$ cat src/hw/pcsr_params.svh
// Constants of the protection configuration and status register bank.
// Assumes byte-wide registers behind the serial programming port.
`ifndef PCSR_PARAMS_SVH
`define PCSR_PARAMS_SVH

// ----------------------------------------------------------------------
// Register offsets
// ----------------------------------------------------------------------
`define PCSR_OFS_ABS_OV    8'h25
`define PCSR_OFS_REL_OV    8'h26
`define PCSR_OFS_UV        8'h27
`define PCSR_OFS_OT        8'h28
`define PCSR_OFS_DISABLE   8'h29
`define PCSR_OFS_FAULT     8'h2a
`define PCSR_OFS_PHASE_OC  8'h2b
`define PCSR_OFS_GAIN      8'h2c

// ----------------------------------------------------------------------
// Reset values
// ----------------------------------------------------------------------
`define PCSR_RST_ABS_OV    2'h0
`define PCSR_RST_REL_OV    2'h0
`define PCSR_RST_UV        2'h0
`define PCSR_RST_OT        2'h0
`define PCSR_RST_DISABLE   5'h00
`define PCSR_RST_FAULT     5'h00
`define PCSR_RST_PHASE_OC  8'h00
`define PCSR_RST_GAIN      2'h2

// ----------------------------------------------------------------------
// Write lock key and field positions
// ----------------------------------------------------------------------
`define PCSR_LOCK_KEY      8'ha6
`define PCSR_BIT_OV        0
`define PCSR_BIT_UV        1
`define PCSR_BIT_SUM_OC    2
`define PCSR_BIT_INT_OT    3
`define PCSR_BIT_MON_OT    4
`define PCSR_NUM_FAULTS    5
`define PCSR_NUM_PHASES    8

`endif

$ cat src/hw/pcsr_pkg.sv
// Types shared by the protection configuration and status register bank.
// Assumes the constants header is included where numbers are needed.
`default_nettype none

package pcsr_pkg;
  typedef logic [1:0] pcsr_code_t;
  typedef logic [7:0] pcsr_byte_t;
  typedef logic [4:0] pcsr_fault_t;
  typedef logic [7:0] pcsr_phase_t;
endpackage

`default_nettype wire

$ cat src/hw/pcsr_sync.sv
// Two-flop synchroniser, one stage pair per bit.
// Assumes the inputs come from analogue detectors outside sys_clk.
`default_nettype none

module pcsr_sync #(
  parameter int WIDTH = 1
) (
  input  wire logic             sys_clk,
  input  wire logic             rst_b,
  input  wire logic [WIDTH-1:0] asyncIn,
  output var  logic [WIDTH-1:0] syncOut
);

  // --------------------------------------------------------------------
  // Per-bit stages
  // --------------------------------------------------------------------
  genvar i;
  generate
    for (i = 0; i < WIDTH; i++) begin : g_bit
      logic meta_q;
      always_ff @(posedge sys_clk or negedge rst_b) begin
        if (!rst_b) begin
          meta_q     <= 1'b0;
          syncOut[i] <= 1'b0;
        end else begin
          meta_q     <= asyncIn[i];
          syncOut[i] <= meta_q;
        end
      end
    end
  endgenerate

endmodule

`default_nettype wire

$ cat src/hw/pcsr_regs.sv
// Protection threshold, disable, trip flag and amplifier gain registers.
// Assumes a serial port engine on sys_clk that presents byte accesses,
// and the key register and reporting enable supplied from elsewhere.
`include "pcsr_params.svh"
`default_nettype none

module pcsr_regs (
  input  wire logic                 sys_clk,
  input  wire logic                 rst_b,
  input  wire pcsr_pkg::pcsr_byte_t regAddr,
  input  wire logic                 regWrEn,
  input  wire pcsr_pkg::pcsr_byte_t regWrData,
  output var  pcsr_pkg::pcsr_byte_t regRdData,
  input  wire pcsr_pkg::pcsr_byte_t keyValue,
  input  wire logic                 phaseReportEn,
  input  wire pcsr_pkg::pcsr_fault_t faultDetect,
  input  wire pcsr_pkg::pcsr_phase_t phaseOcDetect,
  output var  pcsr_pkg::pcsr_code_t absOvCode,
  output var  pcsr_pkg::pcsr_code_t relOvCode,
  output var  pcsr_pkg::pcsr_code_t uvCode,
  output var  pcsr_pkg::pcsr_code_t otCode,
  output var  pcsr_pkg::pcsr_fault_t protDisable,
  output var  pcsr_pkg::pcsr_code_t gainCode,
  output var  pcsr_pkg::pcsr_fault_t faultFlags,
  output var  pcsr_pkg::pcsr_phase_t phaseOcFlags
);
  import pcsr_pkg::*;

  // --------------------------------------------------------------------
  // Detector inputs into the clock domain
  // --------------------------------------------------------------------
  pcsr_fault_t faultSync;
  pcsr_phase_t phaseSync;

  pcsr_sync #(.WIDTH(`PCSR_NUM_FAULTS)) uFaultSync (
    .sys_clk (sys_clk),
    .rst_b   (rst_b),
    .asyncIn (faultDetect),
    .syncOut (faultSync)
  );

  pcsr_sync #(.WIDTH(`PCSR_NUM_PHASES)) uPhaseSync (
    .sys_clk (sys_clk),
    .rst_b   (rst_b),
    .asyncIn (phaseOcDetect),
    .syncOut (phaseSync)
  );

  // --------------------------------------------------------------------
  // Address decode and write lock
  // --------------------------------------------------------------------
  wire logic wrOpen    = (keyValue != `PCSR_LOCK_KEY);
  wire logic wrOk      = regWrEn && wrOpen;
  wire logic selAbsOv  = (regAddr == `PCSR_OFS_ABS_OV);
  wire logic selRelOv  = (regAddr == `PCSR_OFS_REL_OV);
  wire logic selUv     = (regAddr == `PCSR_OFS_UV);
  wire logic selOt     = (regAddr == `PCSR_OFS_OT);
  wire logic selDis    = (regAddr == `PCSR_OFS_DISABLE);
  wire logic selFault  = (regAddr == `PCSR_OFS_FAULT);
  wire logic selPhase  = (regAddr == `PCSR_OFS_PHASE_OC);
  wire logic selGain   = (regAddr == `PCSR_OFS_GAIN);

  wire pcsr_code_t  wrCode  = regWrData[1:0];
  wire pcsr_fault_t wrBits5 = regWrData[4:0];

  // --------------------------------------------------------------------
  // Configuration registers
  // --------------------------------------------------------------------
  pcsr_code_t  absOv_q;
  pcsr_code_t  relOv_q;
  pcsr_code_t  uv_q;
  pcsr_code_t  ot_q;
  pcsr_fault_t dis_q;
  pcsr_code_t  gain_q;

  wire pcsr_code_t  absOv_d = (wrOk && selAbsOv) ? wrCode : absOv_q;
  wire pcsr_code_t  relOv_d = (wrOk && selRelOv) ? wrCode : relOv_q;
  wire pcsr_code_t  uv_d    = (wrOk && selUv)    ? wrCode : uv_q;
  wire pcsr_code_t  ot_d    = (wrOk && selOt)    ? wrCode : ot_q;
  wire pcsr_fault_t dis_d   = (wrOk && selDis)   ? wrBits5 : dis_q;
  wire pcsr_code_t  gain_d  = (wrOk && selGain)  ? wrCode : gain_q;

  always_ff @(posedge sys_clk or negedge rst_b) begin
    if (!rst_b) begin
      absOv_q <= `PCSR_RST_ABS_OV;
      relOv_q <= `PCSR_RST_REL_OV;
      uv_q    <= `PCSR_RST_UV;
      ot_q    <= `PCSR_RST_OT;
      dis_q   <= `PCSR_RST_DISABLE;
      gain_q  <= `PCSR_RST_GAIN;
    end else begin
      absOv_q <= absOv_d;
      relOv_q <= relOv_d;
      uv_q    <= uv_d;
      ot_q    <= ot_d;
      dis_q   <= dis_d;
      gain_q  <= gain_d;
    end
  end

  assign absOvCode   = absOv_q;
  assign relOvCode   = relOv_q;
  assign uvCode      = uv_q;
  assign otCode      = ot_q;
  assign protDisable = dis_q;
  assign gainCode    = gain_q;

  // --------------------------------------------------------------------
  // Trip flags, never written by the host; fault flags sticky until reset, phase flags until reporting is turned off
  // --------------------------------------------------------------------
  pcsr_fault_t fault_q;
  pcsr_phase_t phase_q;

  // A disabled protection cannot trip
  wire pcsr_fault_t fault_d = fault_q | (faultSync & ~dis_q);
  // Reporting off holds the whole register at zero
  wire pcsr_phase_t phase_d =
    phaseReportEn ? (phase_q | phaseSync) : `PCSR_RST_PHASE_OC;

  always_ff @(posedge sys_clk or negedge rst_b) begin
    if (!rst_b) begin
      fault_q <= `PCSR_RST_FAULT;
      phase_q <= `PCSR_RST_PHASE_OC;
    end else begin
      fault_q <= fault_d;
      phase_q <= phase_d;
    end
  end

  assign faultFlags   = fault_q;
  assign phaseOcFlags = phase_q;

  // --------------------------------------------------------------------
  // Read data, one cycle after the address
  // --------------------------------------------------------------------
  pcsr_byte_t rd_q;
  pcsr_byte_t rd_d;

  always_comb begin
    rd_d = 8'h00;
    if (selAbsOv) begin
      rd_d = {6'h00, absOv_q};
    end
    if (selRelOv) begin
      rd_d = {6'h00, relOv_q};
    end
    if (selUv) begin
      rd_d = {6'h00, uv_q};
    end
    if (selOt) begin
      rd_d = {6'h00, ot_q};
    end
    if (selDis) begin
      rd_d = {3'h0, dis_q};
    end
    if (selFault) begin
      rd_d = {3'h0, fault_q};
    end
    if (selPhase) begin
      rd_d = phase_q;
    end
    if (selGain) begin
      rd_d = {6'h00, gain_q};
    end
  end

  always_ff @(posedge sys_clk or negedge rst_b) begin
    if (!rst_b) begin
      rd_q <= 8'h00;
    end else begin
      rd_q <= rd_d;
    end
  end

  assign regRdData = rd_q;

  // --------------------------------------------------------------------
  // Assertions
  // --------------------------------------------------------------------
  property p_abs_write;
    @(posedge sys_clk) disable iff (!rst_b)
    (regWrEn && selAbsOv && wrOpen) |=> (absOvCode == $past(regWrData[1:0]));
  endproperty
  a_abs_write: assert property (p_abs_write)
    else $error("absolute overvoltage code not written");

  property p_lock_holds;
    @(posedge sys_clk) disable iff (!rst_b)
    (regWrEn && !wrOpen) |=> ($stable(absOvCode) && $stable(relOvCode)
      && $stable(uvCode) && $stable(otCode) && $stable(gainCode)
      && $stable(protDisable));
  endproperty
  a_lock_holds: assert property (p_lock_holds)
    else $error("locked write changed a setting");

  property p_rel_write;
    @(posedge sys_clk) disable iff (!rst_b)
    (regWrEn && selRelOv && wrOpen) |=> (relOvCode == $past(regWrData[1:0]));
  endproperty
  a_rel_write: assert property (p_rel_write)
    else $error("relative overvoltage code not written");

  property p_uv_ot_write;
    @(posedge sys_clk) disable iff (!rst_b)
    (regWrEn && wrOpen && (selUv || selOt)) |=>
      ((!$past(selUv) || (uvCode == $past(regWrData[1:0])))
      && (!$past(selOt) || (otCode == $past(regWrData[1:0]))));
  endproperty
  a_uv_ot_write: assert property (p_uv_ot_write)
    else $error("threshold code not written");

  property p_disabled_no_trip;
    @(posedge sys_clk) disable iff (!rst_b)
    ((faultFlags & protDisable) == 5'h00) ##1 ($stable(protDisable))
      |-> ((faultFlags & protDisable) == 5'h00);
  endproperty
  a_disabled_no_trip: assert property (p_disabled_no_trip)
    else $error("disabled protection tripped");

  property p_fault_sticky;
    @(posedge sys_clk) disable iff (!rst_b)
    ##1 (($past(faultFlags) & ~faultFlags) == 5'h00);
  endproperty
  a_fault_sticky: assert property (p_fault_sticky)
    else $error("fault flag dropped");

  property p_phase_set;
    @(posedge sys_clk) disable iff (!rst_b)
    (phaseReportEn && phaseSync != 8'h00) |=>
      ((phaseOcFlags & $past(phaseSync)) == $past(phaseSync));
  endproperty
  a_phase_set: assert property (p_phase_set)
    else $error("phase trip not flagged");

  property p_phase_zero;
    @(posedge sys_clk) disable iff (!rst_b)
    !phaseReportEn |=> (phaseOcFlags == 8'h00);
  endproperty
  a_phase_zero: assert property (p_phase_zero)
    else $error("phase flags set while reporting off");

  property p_gain_write;
    @(posedge sys_clk) disable iff (!rst_b)
    (regWrEn && selGain && wrOpen) |=> (gainCode == $past(regWrData[1:0]));
  endproperty
  a_gain_write: assert property (p_gain_write)
    else $error("gain code not written");

  property p_rd_upper_zero;
    @(posedge sys_clk) disable iff (!rst_b)
    (selAbsOv || selGain) |=> (regRdData[7:2] == 6'h00);
  endproperty
  a_rd_upper_zero: assert property (p_rd_upper_zero)
    else $error("upper read bits not zero");

  c_locked_write: cover property (@(posedge sys_clk) disable iff (!rst_b)
    regWrEn && !wrOpen);
  c_open_write: cover property (@(posedge sys_clk) disable iff (!rst_b)
    regWrEn && wrOpen && selGain);
  c_fault_trip: cover property (@(posedge sys_clk) disable iff (!rst_b)
    faultFlags != 5'h00);
  c_phase_trip: cover property (@(posedge sys_clk) disable iff (!rst_b)
    phaseOcFlags != 8'h00);

endmodule

`default_nettype wire

$ cat config.mk
export PLATFORM = sky130hd
export DESIGN_NAME = pcsr_regs
export DESIGN_NICKNAME = d
export VERILOG_FILES = /design/src/hw/pcsr_pkg.sv /design/src/hw/pcsr_sync.sv /design/src/hw/pcsr_regs.sv
export VERILOG_INCLUDE_DIRS = /design/src /design/src/hw
export SDC_FILE = /design/constraint.sdc
export NUM_CORES = 1
export LEC_CHECK = 0
export BUFFER_PORTS_ARGS = -buffer_cell sky130_fd_sc_hd__clkbuf_2
export CAP_MARGIN = 20
export CORE_AREA = 2 2 61 106
export DETAILED_ROUTE_END_ITERATION = 7
export DIE_AREA = 0 0 63 108
export GPL_TIMING_DRIVEN = 0
export SKIP_LAST_GASP = 1
export SLEW_MARGIN = 20
export SYNTH_ARGS = -nofsm -noshare
export SYNTH_HDL_FRONTEND = slang
export SYNTH_SLANG_ARGS = --single-unit
$ cat constraint.sdc
create_clock -name sys_clk -period 1.2 [get_ports sys_clk]
set_input_delay 0.12 -clock sys_clk [delete_from_list [all_inputs] [get_ports sys_clk]]
set_output_delay 0.12 -clock sys_clk [all_outputs]
set_load 0.02 [all_outputs]
==> results of run 1 <==
==> through the flow <==
step	area, um2	setup slack, ps	utilization
after floorplan	2270	-278	-
after global placement	2720	-547	0.463
final	3290	-27.3	0.559
after CTS	3220	2.07	0.548
after global routing	3290	-79.0	0.559
after detailed placement	2750	-537	0.467
==> critical path: cells and delay by family <==
| kind | cells | cell delay, ps |
|---|---|---|
| AO/OA/AOI/OAI | 1 | 190 |
| buffers and inverters | 2 | 240 |
| multiplexers | 1 | 300 |
| AND/OR/NAND/NOR | 2 | 600 |
==> state kept, by name (all words and copies together) (netlist names), 5 cells and up <==
| name | count |
|---|---|
| faultFlags | 5 |
| phaseOcFlags | 8 |
| protDisable | 5 |
| regRdData | 8 |
| uFaultSync.g_bit.meta_q | 5 |
| uFaultSync.syncOut | 5 |
| uPhaseSync.g_bit.meta_q | 8 |
| uPhaseSync.syncOut | 8 |
==> area by class of cell <==
type / instances / area (um2)
well taps: 78 / 97.6
repair buffers: 98 / 642
clock buffers: 10 / 128
plain buffers: 3 / 13.8
fillers: 512 / 2590
multi-input cells: 79 / 739
inverters: 8 / 30.0
flip-flops and latches: 62 / 1550
clock inverters: 6 / 86.3
==> power by group through the flow <==
| stage | Clock, mW | Sequential, mW | Combinational (mW) |
|---|---|---|---|
| global placement | 0 | 2.26 | 0.342 |
| finish | 1.96 | 2.23 | 0.435 |
| global route | 2.12 | 2.24 | 0.473 |
| detailed placement | 0 | 2.27 | 0.355 |
| floorplan | 0 | 2.31 | 0.111 |
| CTS | 2.03 | 2.23 | 0.422 |
==> worst min path at each step <==
stage	end	slack, ps	cells past startpoint
6_report	relOvCode[1]$_DFFE_PN0P_	130	2
5_1_grt	uvCode[1]$_DFFE_PN0P_	120	2
4_1_cts	regRdData[1]$_DFF_PN0_	100	3
3_5_place_dp	uFaultSync.g_bit[1].meta_q$_DFF_PN0_	80	1
3_3_place_gp	uFaultSync.g_bit[4].meta_q$_DFF_PN0_	230	1
2_1_floorplan	absOvCode[0]$_DFFE_PN0P_	-180	0
==> layer usage <==
metal,vias up,track usage,share of wire
met2,56,0.256,0.53
li1,749,-,-
met1,785,0.179,0.38
met3,12,0.0437,0.058
met5,-,0,0
met4,0,0.110,0.031
==> cells by family after synthesis <==
group	synth area share
DFF	0.689
AOI/OAI and AO/OA	0.102
and+or+nand+nor	0.0961
buffers and inverters	0.0183
muxes	0.0944
==> repair_timing <==
action,CTS,global route
setup endpoints to repair,15,17
hold buffers,17,0
buffers inserted,5,3
endpoints found under the hold margin,39,0
gates resized for setup,8,12
pin swaps,8,5
==> layout by cell type (no fill, tap or decap), types with 4 or more instances in the layout <==
cell / count
a21o_1: 5
dfrtp_1: 61
inv_1: 8
nand2_1: 4
dlygate4sd3_1: 17
clkbuf_8: 9
clkbuf_2: 70
mux2_2: 14
nor2_1: 5
buf_4: 6
o21a_1: 9
mux2_4: 4
a22oi_1: 4
==> insert_results.sql, run 1 <==
INSERT INTO impl_metrics (metric_group, metric, value, unit) VALUES
('status', 'violations', 'setup timing', ''),
('clocking', 'tritoncts_clock_tree', 'done', ''),
('clocking', 'cts-root-buf', 'clkbuf_8', ''),
('routing', 'wire_length_per_cell', '14.0', 'um'),
('yosys', 'synth.cells.most_frequent', 'dfrtp_1 (61), mux2_2 (18), o21a_1 (9), inv_1 (8)', ''),
('floorplan', 'core_region_area', '5880', 'um2'),
('layout', 'area_delta_synth_final', '46.0', '%'),
('critical_path', 'critPathSlowestCell', 'or4bb_4', ''),
('sta', 'maxClockFrequency', '815', 'MHz'),
('clocking', 'number_of_levels_in_the_clock_h_tree', '3', ''),
('routing', 'drt_first_pass_iters', '4', ''),
('clocking', 'clock_latency', '340', 'ps'),
('clocking', 'cts.reportedPaths.clkPinSlew', '70', 'ps'),
('clocking', 'cts_sinks', '62', ''),
('sta', 'final.hold.worst_slack', '133', 'ps'),
('sta', 'worst_slack', '-27.3', 'ps'),
('yosys', 'synth-edff-count', '0', ''),
('floorplan', 'num_rows', '37', ''),
('flow_run', 'max-cap-violations', '0', ''),
('pwr', 'share_comb_of_total_power', '0.094', ''),
('routing', 'ant_nets', '0', ''),
('sta', 'setup_violations', '9', ''),
('place', 'dp.cells', '303', ''),
('global_route', 'grt_usage', '0.158', ''),
('clocking', 'cts_buffer_depth', '2', ''),
('sta', 'fin_crit_sh', '1.02', ''),
('layout', 'finalNonFillerCells', '344', ''),
('critical_path', 'r2r_setup_slack', '0', 'ps'),
('sta', 'timing.final.crit_period', '1230', 'ps'),
('critical_path', 'timing.setup.critical_path_class', 'input pin to flop', ''),
('yosys', 'yosysSeqAreaShare', '0.689', ''),
('routing', 'drt_wl_total', '4810', 'um'),
('yosys', 'mappedNetlistArea', '2250', 'um2'),
('yosys', 'synthDominantCellAreaShare', '0.677', ''),
('sta', 'timing_worst_slew_pin_value', '391', 'ps'),
('critical_path', 'r2r-start', 'otCode[1]$_DFFE_PN0P_', ''),
('yosys', 'ys_dominant_reg_cell', 'dfrtp_1', ''),
('layout', 'final_layout_size_suffix_gt1_frac', '0.492', ''),
('clocking', 'cts-buffers-inserted', '9', ''),
('yosys', 'synth_cells', '152', ''),
('place', 'portbufs', '72', ''),
('global_route', 'gr-total-overflow', '0', ''),
('pwr', 'clock_power_share', '0.424', ''),
('routing', 'dr_total_vias', '1602', ''),
('critical_path', 'critPathMaxStageDelay', '540', 'ps'),
('yosys', 'synth_area_leader_cell', 'dfrtp_1', ''),
('pwr', 'internal_power', '3.55', 'mW'),
('global_route', 'initial_antenna_violation_count', '0', ''),
('sta', 'clock_skew', '4.77', 'ps'),
('global_route', 'grt_max_degree', '40', ''),
('worst_hold_path', 'timing.hold.worst.start', 'regWrData[1]', ''),
('pwr', 'power_leakage', '1.59', 'nW'),
('status', 'status', 'finished with violations', ''),
('global_route', 'first_pass_grt_wire_length', '7960', 'um'),
('routing', 'vias_per_cell', '4.66', ''),
('critical_path', 'worst_r2r_path_depth', '4', ''),
('critical_path', 'timing.critical_path.to', 'relOvCode[1]$_DFFE_PN0P_', ''),
('sta', 'finalHoldViolations', '0', ''),
('floorplan', 'floorplan.die_area', '6800', 'um2'),
('yosys', 'synth_warnings', '0', ''),
('place', 'dp.final_hpwl', '3340', 'um'),
('critical_path', 'critical_path.startpoint_type', 'input pin', ''),
('pwr', 'vdd_drop_max', '0.979', 'mV'),
('place', 'globalplace.congestion', '0.798', ''),
('yosys', 'post_synth_num_cell_types', '35', ''),
('critical_path', 'cp-end-kind', 'flop', ''),
('yosys', 'flip_flop_and_latch_count_after_synthesis', '62', ''),
('layout', 'layout.nets', '302', ''),
('yosys', 'async_flop_share', '1.00', ''),
('routing', 'drt_first_iter_violations', '23', ''),
('pwr', 'power_per_cell_area', '1410', 'nW/um2');
No activity file was read; power rests on OpenSTA's default activity.
==> run 2, diff against run 1 <==
--- a/config.mk
+++ b/config.mk
@@ -8,12 +8,16 @@
 export LEC_CHECK = 0
 export BUFFER_PORTS_ARGS = -buffer_cell sky130_fd_sc_hd__clkbuf_2
 export CAP_MARGIN = 20
+export CELL_PAD_IN_SITES_DETAIL_PLACEMENT = 1
+export CELL_PAD_IN_SITES_GLOBAL_PLACEMENT = 1
 export CORE_AREA = 2 2 61 106
 export DETAILED_ROUTE_END_ITERATION = 7
 export DIE_AREA = 0 0 63 108
 export GPL_TIMING_DRIVEN = 0
+export PLACE_DENSITY_LB_ADDON = 0.1
 export SKIP_LAST_GASP = 1
 export SLEW_MARGIN = 20
 export SYNTH_ARGS = -nofsm -noshare
 export SYNTH_HDL_FRONTEND = slang
 export SYNTH_SLANG_ARGS = --single-unit
+export TNS_END_PERCENT = 100
==> insert_results.sql, run 2 (same netlist as run 1, synthesis figures left out) <==
INSERT INTO impl_metrics (metric_group, metric, value, unit) VALUES
('sta', 'setup_violations', '16', ''),
('layout', 'utilization_of_the_core_after_routing', '0.561', ''),
('floorplan', 'start_util', '0.383', ''),
('place', 'portbufs', '72', ''),
('pwr', 'power_leakage', '1.59', 'nW'),
('clocking', 'cts_sinks', '62', ''),
('pwr', 'share_comb_of_total_power', '0.096', ''),
('sta', 'rsz0062_at_grt', 'yes', ''),
('critical_path', 'r2r-start', 'otCode[1]$_DFFE_PN0P_', ''),
('floorplan', 'die_width', '63', 'um'),
('routing', 'drt_wl_total', '5610', 'um'),
('routing', 'wirelength_met1', '1880', 'um'),
('layout', 'fin_area', '3300', 'um2'),
('clocking', 'cts_buffer_depth', '2', ''),
('floorplan', 'num_rows', '37', ''),
('critical_path', 'rr_endpoint', 'regRdData[1]$_DFF_PN0_', ''),
('routing', 'dr_total_vias', '1651', ''),
('sta', 'timing_worst_slew_pin_value', '485', 'ps'),
('clocking', 'cts.reportedPaths.clkPinSlew', '60', 'ps'),
('pwr', 'p_sw_frac', '0.227', ''),
('sta', 'finalHoldViolations', '0', ''),
('layout', 'area_delta_synth_final', '46.5', '%'),
('routing', 'drcViolationCount', '0', ''),
('routing', 'ant_nets', '0', ''),
('critical_path', 'critical_path.cell_chain', 'buf_6 -> nor4b_4 -> buf_4 -> nand3b_1 -> buf_4 -> nor4_4 -> mux2_4', ''),
('sta', 'clock_skew', '3.41', 'ps'),
('routing', 'top_layer', 'met4', ''),
('routing', 'drt_first_pass_iters', '4', ''),
('clocking', 'clock_latency', '330', 'ps'),
('pwr', 'p_seq_frac', '0.479', ''),
('critical_path', 'critPathMaxStageDelay', '330', 'ps'),
('layout', 'mostFrequentLayoutCells', 'clkbuf_2 (71), dfrtp_1 (61), dlygate4sd3_1 (14), mux2_2 (11), clkbuf_8 (10)', ''),
('status', 'violations', 'setup timing', ''),
('sta', 'timing.slew.headroom', '0.677', ''),
('critical_path', 'critical_path.startpoint_type', 'input pin', ''),
('global_route', 'gr-total-overflow', '0', ''),
('sta', 'timing.setup.tns', '-762', 'ps'),
('worst_hold_path', 'hold_path_end', 'protDisable[4]$_DFFE_PN0P_', ''),
('place', 'dpl-instance-area', '2750', 'um2'),
('flow_run', 'max-cap-violations', '0', ''),
('routing', 'vias_per_cell', '4.83', ''),
('critical_path', 'critical_path_buf_inv_count', '3', ''),
('worst_hold_path', 'min_path_cells', '2', ''),
('place', 'dp.final_hpwl', '4010', 'um'),
('clocking', 'cts-buffers-inserted', '9', ''),
('floorplan', 'pin_count', '77', ''),
('floorplan', 'floorplan.die_area', '6800', 'um2'),
('global_route', 'grt_pass1_vias', '1863', ''),
('clocking', 'number_of_levels_in_the_clock_h_tree', '3', ''),
('routing', 'met2_length', '3340', 'um'),
('critical_path', 'cp-startpoint', 'regAddr[4]', ''),
('pwr', 'clock_power_share', '0.426', ''),
('critical_path', 'r2r_setup_slack', '-20', 'ps'),
('layout', 'final_common_cell', 'clkbuf_2', ''),
('pwr', 'switching_power_total', '1.06', 'mW'),
('global_route', 'first_pass_grt_wire_length', '9090', 'um'),
('pwr', 'vdd_drop_max', '0.924', 'mV'),
('critical_path', 'cpMostUsedCell', 'buf_4', ''),
('critical_path', 'timing.setup.critical_path_class', 'input pin to flop', ''),
('status', 'status', 'finished with violations', ''),
('critical_path', 'worst_r2r_path_depth', '4', ''),
('pwr', 'power_per_cell_area', '1410', 'nW/um2'),
('layout', 'layout.nets', '300', ''),
('worst_hold_path', 'worstHoldPathType', 'input pin to flop', ''),
('layout', 'inserted_diodes', '0', ''),
('floorplan', 'die_h', '108', 'um'),
('clocking', 'tritoncts_clock_tree', 'done', ''),
('place', 'globalplace.congestion', '0.823', ''),
('critical_path', 'timing.critical_path.required', '1410', 'ps'),
('clocking', 'cts-root-buf', 'clkbuf_8', ''),
('routing', 'wire_length_per_cell', '16.4', 'um'),
('sta', 'worst_slack', '-78.7', 'ps'),
('critical_path', 'critPathTopFamily', 'simple AND/OR/NAND/NOR gates', ''),
('global_route', 'initial_antenna_violation_count', '0', ''),
('place', 'placement.setup.worst_slack', '-607', 'ps'),
('global_route', 'grt_max_degree', '58', ''),
('critical_path', 'worstPathArrival', '1490', 'ps'),
('critical_path', 'cp_max_fo', '3', ''),
('sta', 'final_max_slew_viol_count', '0', ''),
('sta', 'timing.final.crit_period', '1280', 'ps'),
('critical_path', 'cp-end-kind', 'flop', ''),
('routing', 'drt_first_iter_violations', '44', ''),
('critical_path', 'critPathSlowestCell', 'mux2_4', ''),
('layout', 'final_layout_size_suffix_gt1_frac', '0.508', ''),
('pwr', 'internal_power', '3.60', 'mW'),
('global_route', 'grt_usage', '0.181', ''),
('sta', 'fin_crit_sh', '1.07', ''),
('floorplan', 'core_region_area', '5880', 'um2'),
('worst_hold_path', 'timing.hold.worst.start', 'regWrData[4]', ''),
('sta', 'maxClockFrequency', '782', 'MHz'),
('routing', 'met3RoutedLength', '295', 'um');
-- run 2: cell types whose count changed in the layout (fill, tap and decap cells not counted), sizes merged --
cell / before / now
dlygate4sd3: 17 / 14
clkbuf: 82 / 83
clkinv: 3 / 2
clkinvlp: 1 / 2
-- run 2: worst max-delay path by stage --
stage | slack [ps] | cells after the start | end
4_1_cts | -60 | 6 | protDisable[2]$_DFFE_PN0P_
5_1_grt | -110 | 7 | relOvCode[0]$_DFFE_PN0P_
3_5_place_dp | -610 | 5 | protDisable[2]$_DFFE_PN0P_
6_report | -80 | 7 | relOvCode[0]$_DFFE_PN0P_
2_1_floorplan | -280 | 4 | relOvCode[0]$_DFFE_PN0P_
3_3_place_gp | -530 | 5 | relOvCode[0]$_DFFE_PN0P_
-- run 2: repair_timing --
item,CTS,global route
buffers inserted,8,1
pin swaps,6,7
gates resized for setup,9,13
hold buffers,14,0
hold endpoints to repair,74,0
setup endpoints to repair,16,17
-- run 2: final cells by class --
| type | count | area, um2 |
|---|---|---|
| repair buffers | 96 | 624 |
| clock buffers | 10 | 138 |
| fillers | 627 | 2580 |
| flip-flops and latches | 62 | 1550 |
| plain buffers | 3 | 13.8 |
| clock inverters | 6 | 85.1 |
| inverters | 8 | 30.0 |
| multi-input cells | 79 | 759 |
| well taps | 78 | 97.6 |
-- run 2: power by group through the flow --
stage / clock network, mW / registers [mW] / logic [mW]
final: 1.98 / 2.23 / 0.447
after detailed placement: 0 / 2.27 / 0.368
after global routing: 2.15 / 2.24 / 0.485
after global placement: 0 / 2.26 / 0.342
after CTS: 2.05 / 2.23 / 0.431
after floorplan: 0 / 2.31 / 0.111
-- run 2: layer usage --
layer	track usage	vias up
met5	0	-
met4	0.0857	0
met3	0.0520	9
met2	0.342	53
met1	0.179	842
li1	-	747
-- run 2: metrics by stage --
stage / instances / hold slack (ps) / total power, mW
after floorplan: 152 / -176 / 2.42
after global placement: 302 / 228 / 2.60
after detailed placement: 303 / -30.4 / 2.64
after CTS: 341 / 1.09 / 4.71
after global routing: 342 / 14.9 / 4.87
final: 342 / 26.9 / 4.66
==> run 3, diff against run 2 <==
--- a/config.mk
+++ b/config.mk
@@ -15,6 +15,7 @@
 export DIE_AREA = 0 0 63 108
 export GPL_TIMING_DRIVEN = 0
 export PLACE_DENSITY_LB_ADDON = 0.1
+export RECOVER_POWER = 100
 export SKIP_LAST_GASP = 1
 export SLEW_MARGIN = 20
 export SYNTH_ARGS = -nofsm -noshare
==> insert_results.sql, run 3 (same netlist as run 1, synthesis figures left out) <==
INSERT INTO impl_metrics (metric_group, metric, value, unit) VALUES
('routing', 'wirelength_met1', '1890', 'um'),
('global_route', 'first_pass_grt_wire_length', '9090', 'um'),
('floorplan', 'core_region_area', '5880', 'um2'),
('critical_path', 'critical_path.cell_chain', 'buf_6 -> nor4b_4 -> buf_4 -> nand3b_1 -> buf_4 -> nor4_4 -> mux2_4', ''),
('sta', 'finalHoldViolations', '0', ''),
('place', 'globalplace.congestion', '0.823', ''),
('layout', 'inserted_diodes', '0', ''),
('layout', 'final_common_cell', 'dfrtp_1', ''),
('clocking', 'cts_buffer_depth', '2', ''),
('layout', 'final_layout_size_suffix_gt1_frac', '0.379', ''),
('global_route', 'gr-total-overflow', '0', ''),
('critical_path', 'critical_path_buf_inv_count', '3', ''),
('layout', 'area_delta_synth_final', '43.6', '%'),
('sta', 'timing.setup.tns', '-746', 'ps'),
('global_route', 'initial_antenna_violation_count', '0', ''),
('sta', 'final_max_slew_viol_count', '0', ''),
('pwr', 'fin_total_pwr', '4.64', 'mW'),
('sta', 'setup_violations', '16', ''),
('clocking', 'cts.reportedPaths.clkPinSlew', '60', 'ps'),
('routing', 'wire_length_per_cell', '16.4', 'um'),
('sta', 'timing.final.crit_period', '1280', 'ps'),
('routing', 'drt_first_pass_iters', '4', ''),
('critical_path', 'timing.critical_path.required', '1410', 'ps'),
('routing', 'dr_total_vias', '1651', ''),
('pwr', 'power_per_cell_area', '1430', 'nW/um2'),
('routing', 'ant_nets', '0', ''),
('clocking', 'cts-buffers-inserted', '9', ''),
('floorplan', 'start_util', '0.383', ''),
('sta', 'timing_worst_slew_pin_value', '506', 'ps'),
('layout', 'finalNonFillerCells', '342', ''),
('place', 'dp.cells', '303', ''),
('critical_path', 'cp-end-kind', 'flop', ''),
('layout', 'utilization_of_the_core_after_routing', '0.551', ''),
('sta', 'fin_crit_sh', '1.06', ''),
('floorplan', 'die_width', '63', 'um'),
('critical_path', 'worstPathArrival', '1490', 'ps'),
('sta', 'worst_slack', '-77.7', 'ps'),
('critical_path', 'timing.setup.critical_path_class', 'input pin to flop', ''),
('routing', 'met3RoutedLength', '295', 'um'),
('sta', 'timing.slew.headroom', '0.663', ''),
('place', 'portbufs', '72', ''),
('routing', 'drt_wl_total', '5620', 'um'),
('layout', 'layout.nets', '300', ''),
('routing', 'drcViolationCount', '0', ''),
('sta', 'rsz0062_at_grt', 'yes', ''),
('global_route', 'grt_usage', '0.181', ''),
('floorplan', 'die_h', '108', 'um'),
('global_route', 'grt_pass1_vias', '1863', ''),
('worst_hold_path', 'worstHoldPathType', 'input pin to flop', ''),
('critical_path', 'critPathTopFamily', 'simple AND/OR/NAND/NOR gates', ''),
('sta', 'maxClockFrequency', '783', 'MHz'),
('critical_path', 'critPathMaxStageDelay', '330', 'ps'),
('clocking', 'tritoncts_clock_tree', 'done', ''),
('clocking', 'cts-root-buf', 'clkbuf_8', ''),
('clocking', 'clock_latency', '330', 'ps'),
('routing', 'met2_length', '3350', 'um'),
('layout', 'mostFrequentLayoutCells', 'dfrtp_1 (61), clkbuf_2 (39), clkbuf_1 (35), dlygate4sd3_1 (14), mux2_2 (11)', ''),
('routing', 'top_layer', 'met4', ''),
('routing', 'vias_per_cell', '4.83', ''),
('routing', 'drt_first_iter_violations', '35', ''),
('critical_path', 'critical_path.startpoint_type', 'input pin', ''),
('critical_path', 'critPathSlowestCell', 'mux2_4', ''),
('sta', 'clock_skew', '3.60', 'ps'),
('status', 'violations', 'setup timing', ''),
('pwr', 'vdd_drop_max', '0.923', 'mV'),
('critical_path', 'cp_max_fo', '3', ''),
('clocking', 'cts_sinks', '62', ''),
('critical_path', 'cpMostUsedCell', 'buf_4', ''),
('place', 'dp.final_hpwl', '4010', 'um'),
('global_route', 'grt_max_degree', '58', ''),
('pwr', 'power_leakage', '1.47', 'nW'),
('floorplan', 'pin_count', '77', ''),
('flow_run', 'max-cap-violations', '0', ''),
('status', 'status', 'finished with violations', ''),
('clocking', 'number_of_levels_in_the_clock_h_tree', '3', ''),
('floorplan', 'num_rows', '37', ''),
('floorplan', 'floorplan.die_area', '6800', 'um2'),
('place', 'placement.setup.worst_slack', '-607', 'ps');
## run 3: cell types whose count changed in the layout (fill, tap and decap cells not counted)
cell | previous run | this run
and2_0 | 0 | 2
and2_1 | 3 | 1
buf_16 | 1 | 0
buf_4 | 6 | 4
buf_6 | 3 | 4
clkbuf_1 | 1 | 35
clkbuf_2 | 71 | 39
## run 3: what timing repair did
action / in CTS / in global routing
hold buffers: 14 / 0
hold endpoints to repair: 74 / 0
setup buffers: 8 / 1
resized for setup: 9 / 13
pin swaps: 6 / 7
setup endpoints to repair: 16 / 17
## run 3: area by class of cell
type	instances	area (um2)
plain buffers	3	13.8
clock buffers	10	138
clock inverters	6	85.1
fillers	632	2640
inverters	8	30.0
multi-input cells	79	759
flip-flops and latches	62	1550
well taps	78	97.6
repair buffers	96	561
## run 3: report_power, final
| group | internal, mW | switching [mW] | leakage [nW] | total [mW] |
|---|---|---|---|---|
| combinational | 0.187 | 0.240 | 0.601 | 0.428 |
| sequential | 2.18 | 0.0491 | 0.762 | 2.23 |
| clock | 1.22 | 0.768 | 0.108 | 1.98 |
## run 3: metal layers
metal / vias up / global-route usage
met5: - / 0
met4: 0 / 0.0857
met3: 9 / 0.0520
met2: 53 / 0.342
met1: 842 / 0.179
li1: 747 / -
## run 3: per-stage QoR
stage | area [um2] | hold slack, ps
after floorplan | 2270 | -176
after global placement | 2720 | 228
after detailed placement | 2750 | -30.4
after CTS | 3220 | 1.09
after global routing | 3240 | 14.9
final | 3240 | 26.3
## run 3: worst paths after layout
check | cells after the start | end | slack, ps | start
worst max-delay path | 7 | relOvCode[0]$_DFFE_PN0P_ | -80 | regAddr[4]
worst min-delay path | 2 | protDisable[4]$_DFFE_PN0P_ | 30 | regWrData[4]
worst max register to register | 4 | regRdData[1]$_DFF_PN0_ | -30 | otCode[1]$_DFFE_PN0P_
worst min register to register | 0 | uFaultSync.syncOut[1]$_DFF_PN0_ | 350 | uFaultSync.g_bit[1].meta_q$_DFF_PN0_
max in group asynchronous | 3 | gainCode[1]$_DFFE_PN1P_ | 190 | rst_b
min in group asynchronous | 2 | faultFlags[1]$_DFF_PN0_ | 200 | rst_b
## run 3: worst register-to-register path, stage by stage, from the launching register on
cell and delay (ps):
dfrtp_1 380, mux2_4 280, o22ai_4 190, o22ai_2 120
o2bb2ai_2 130
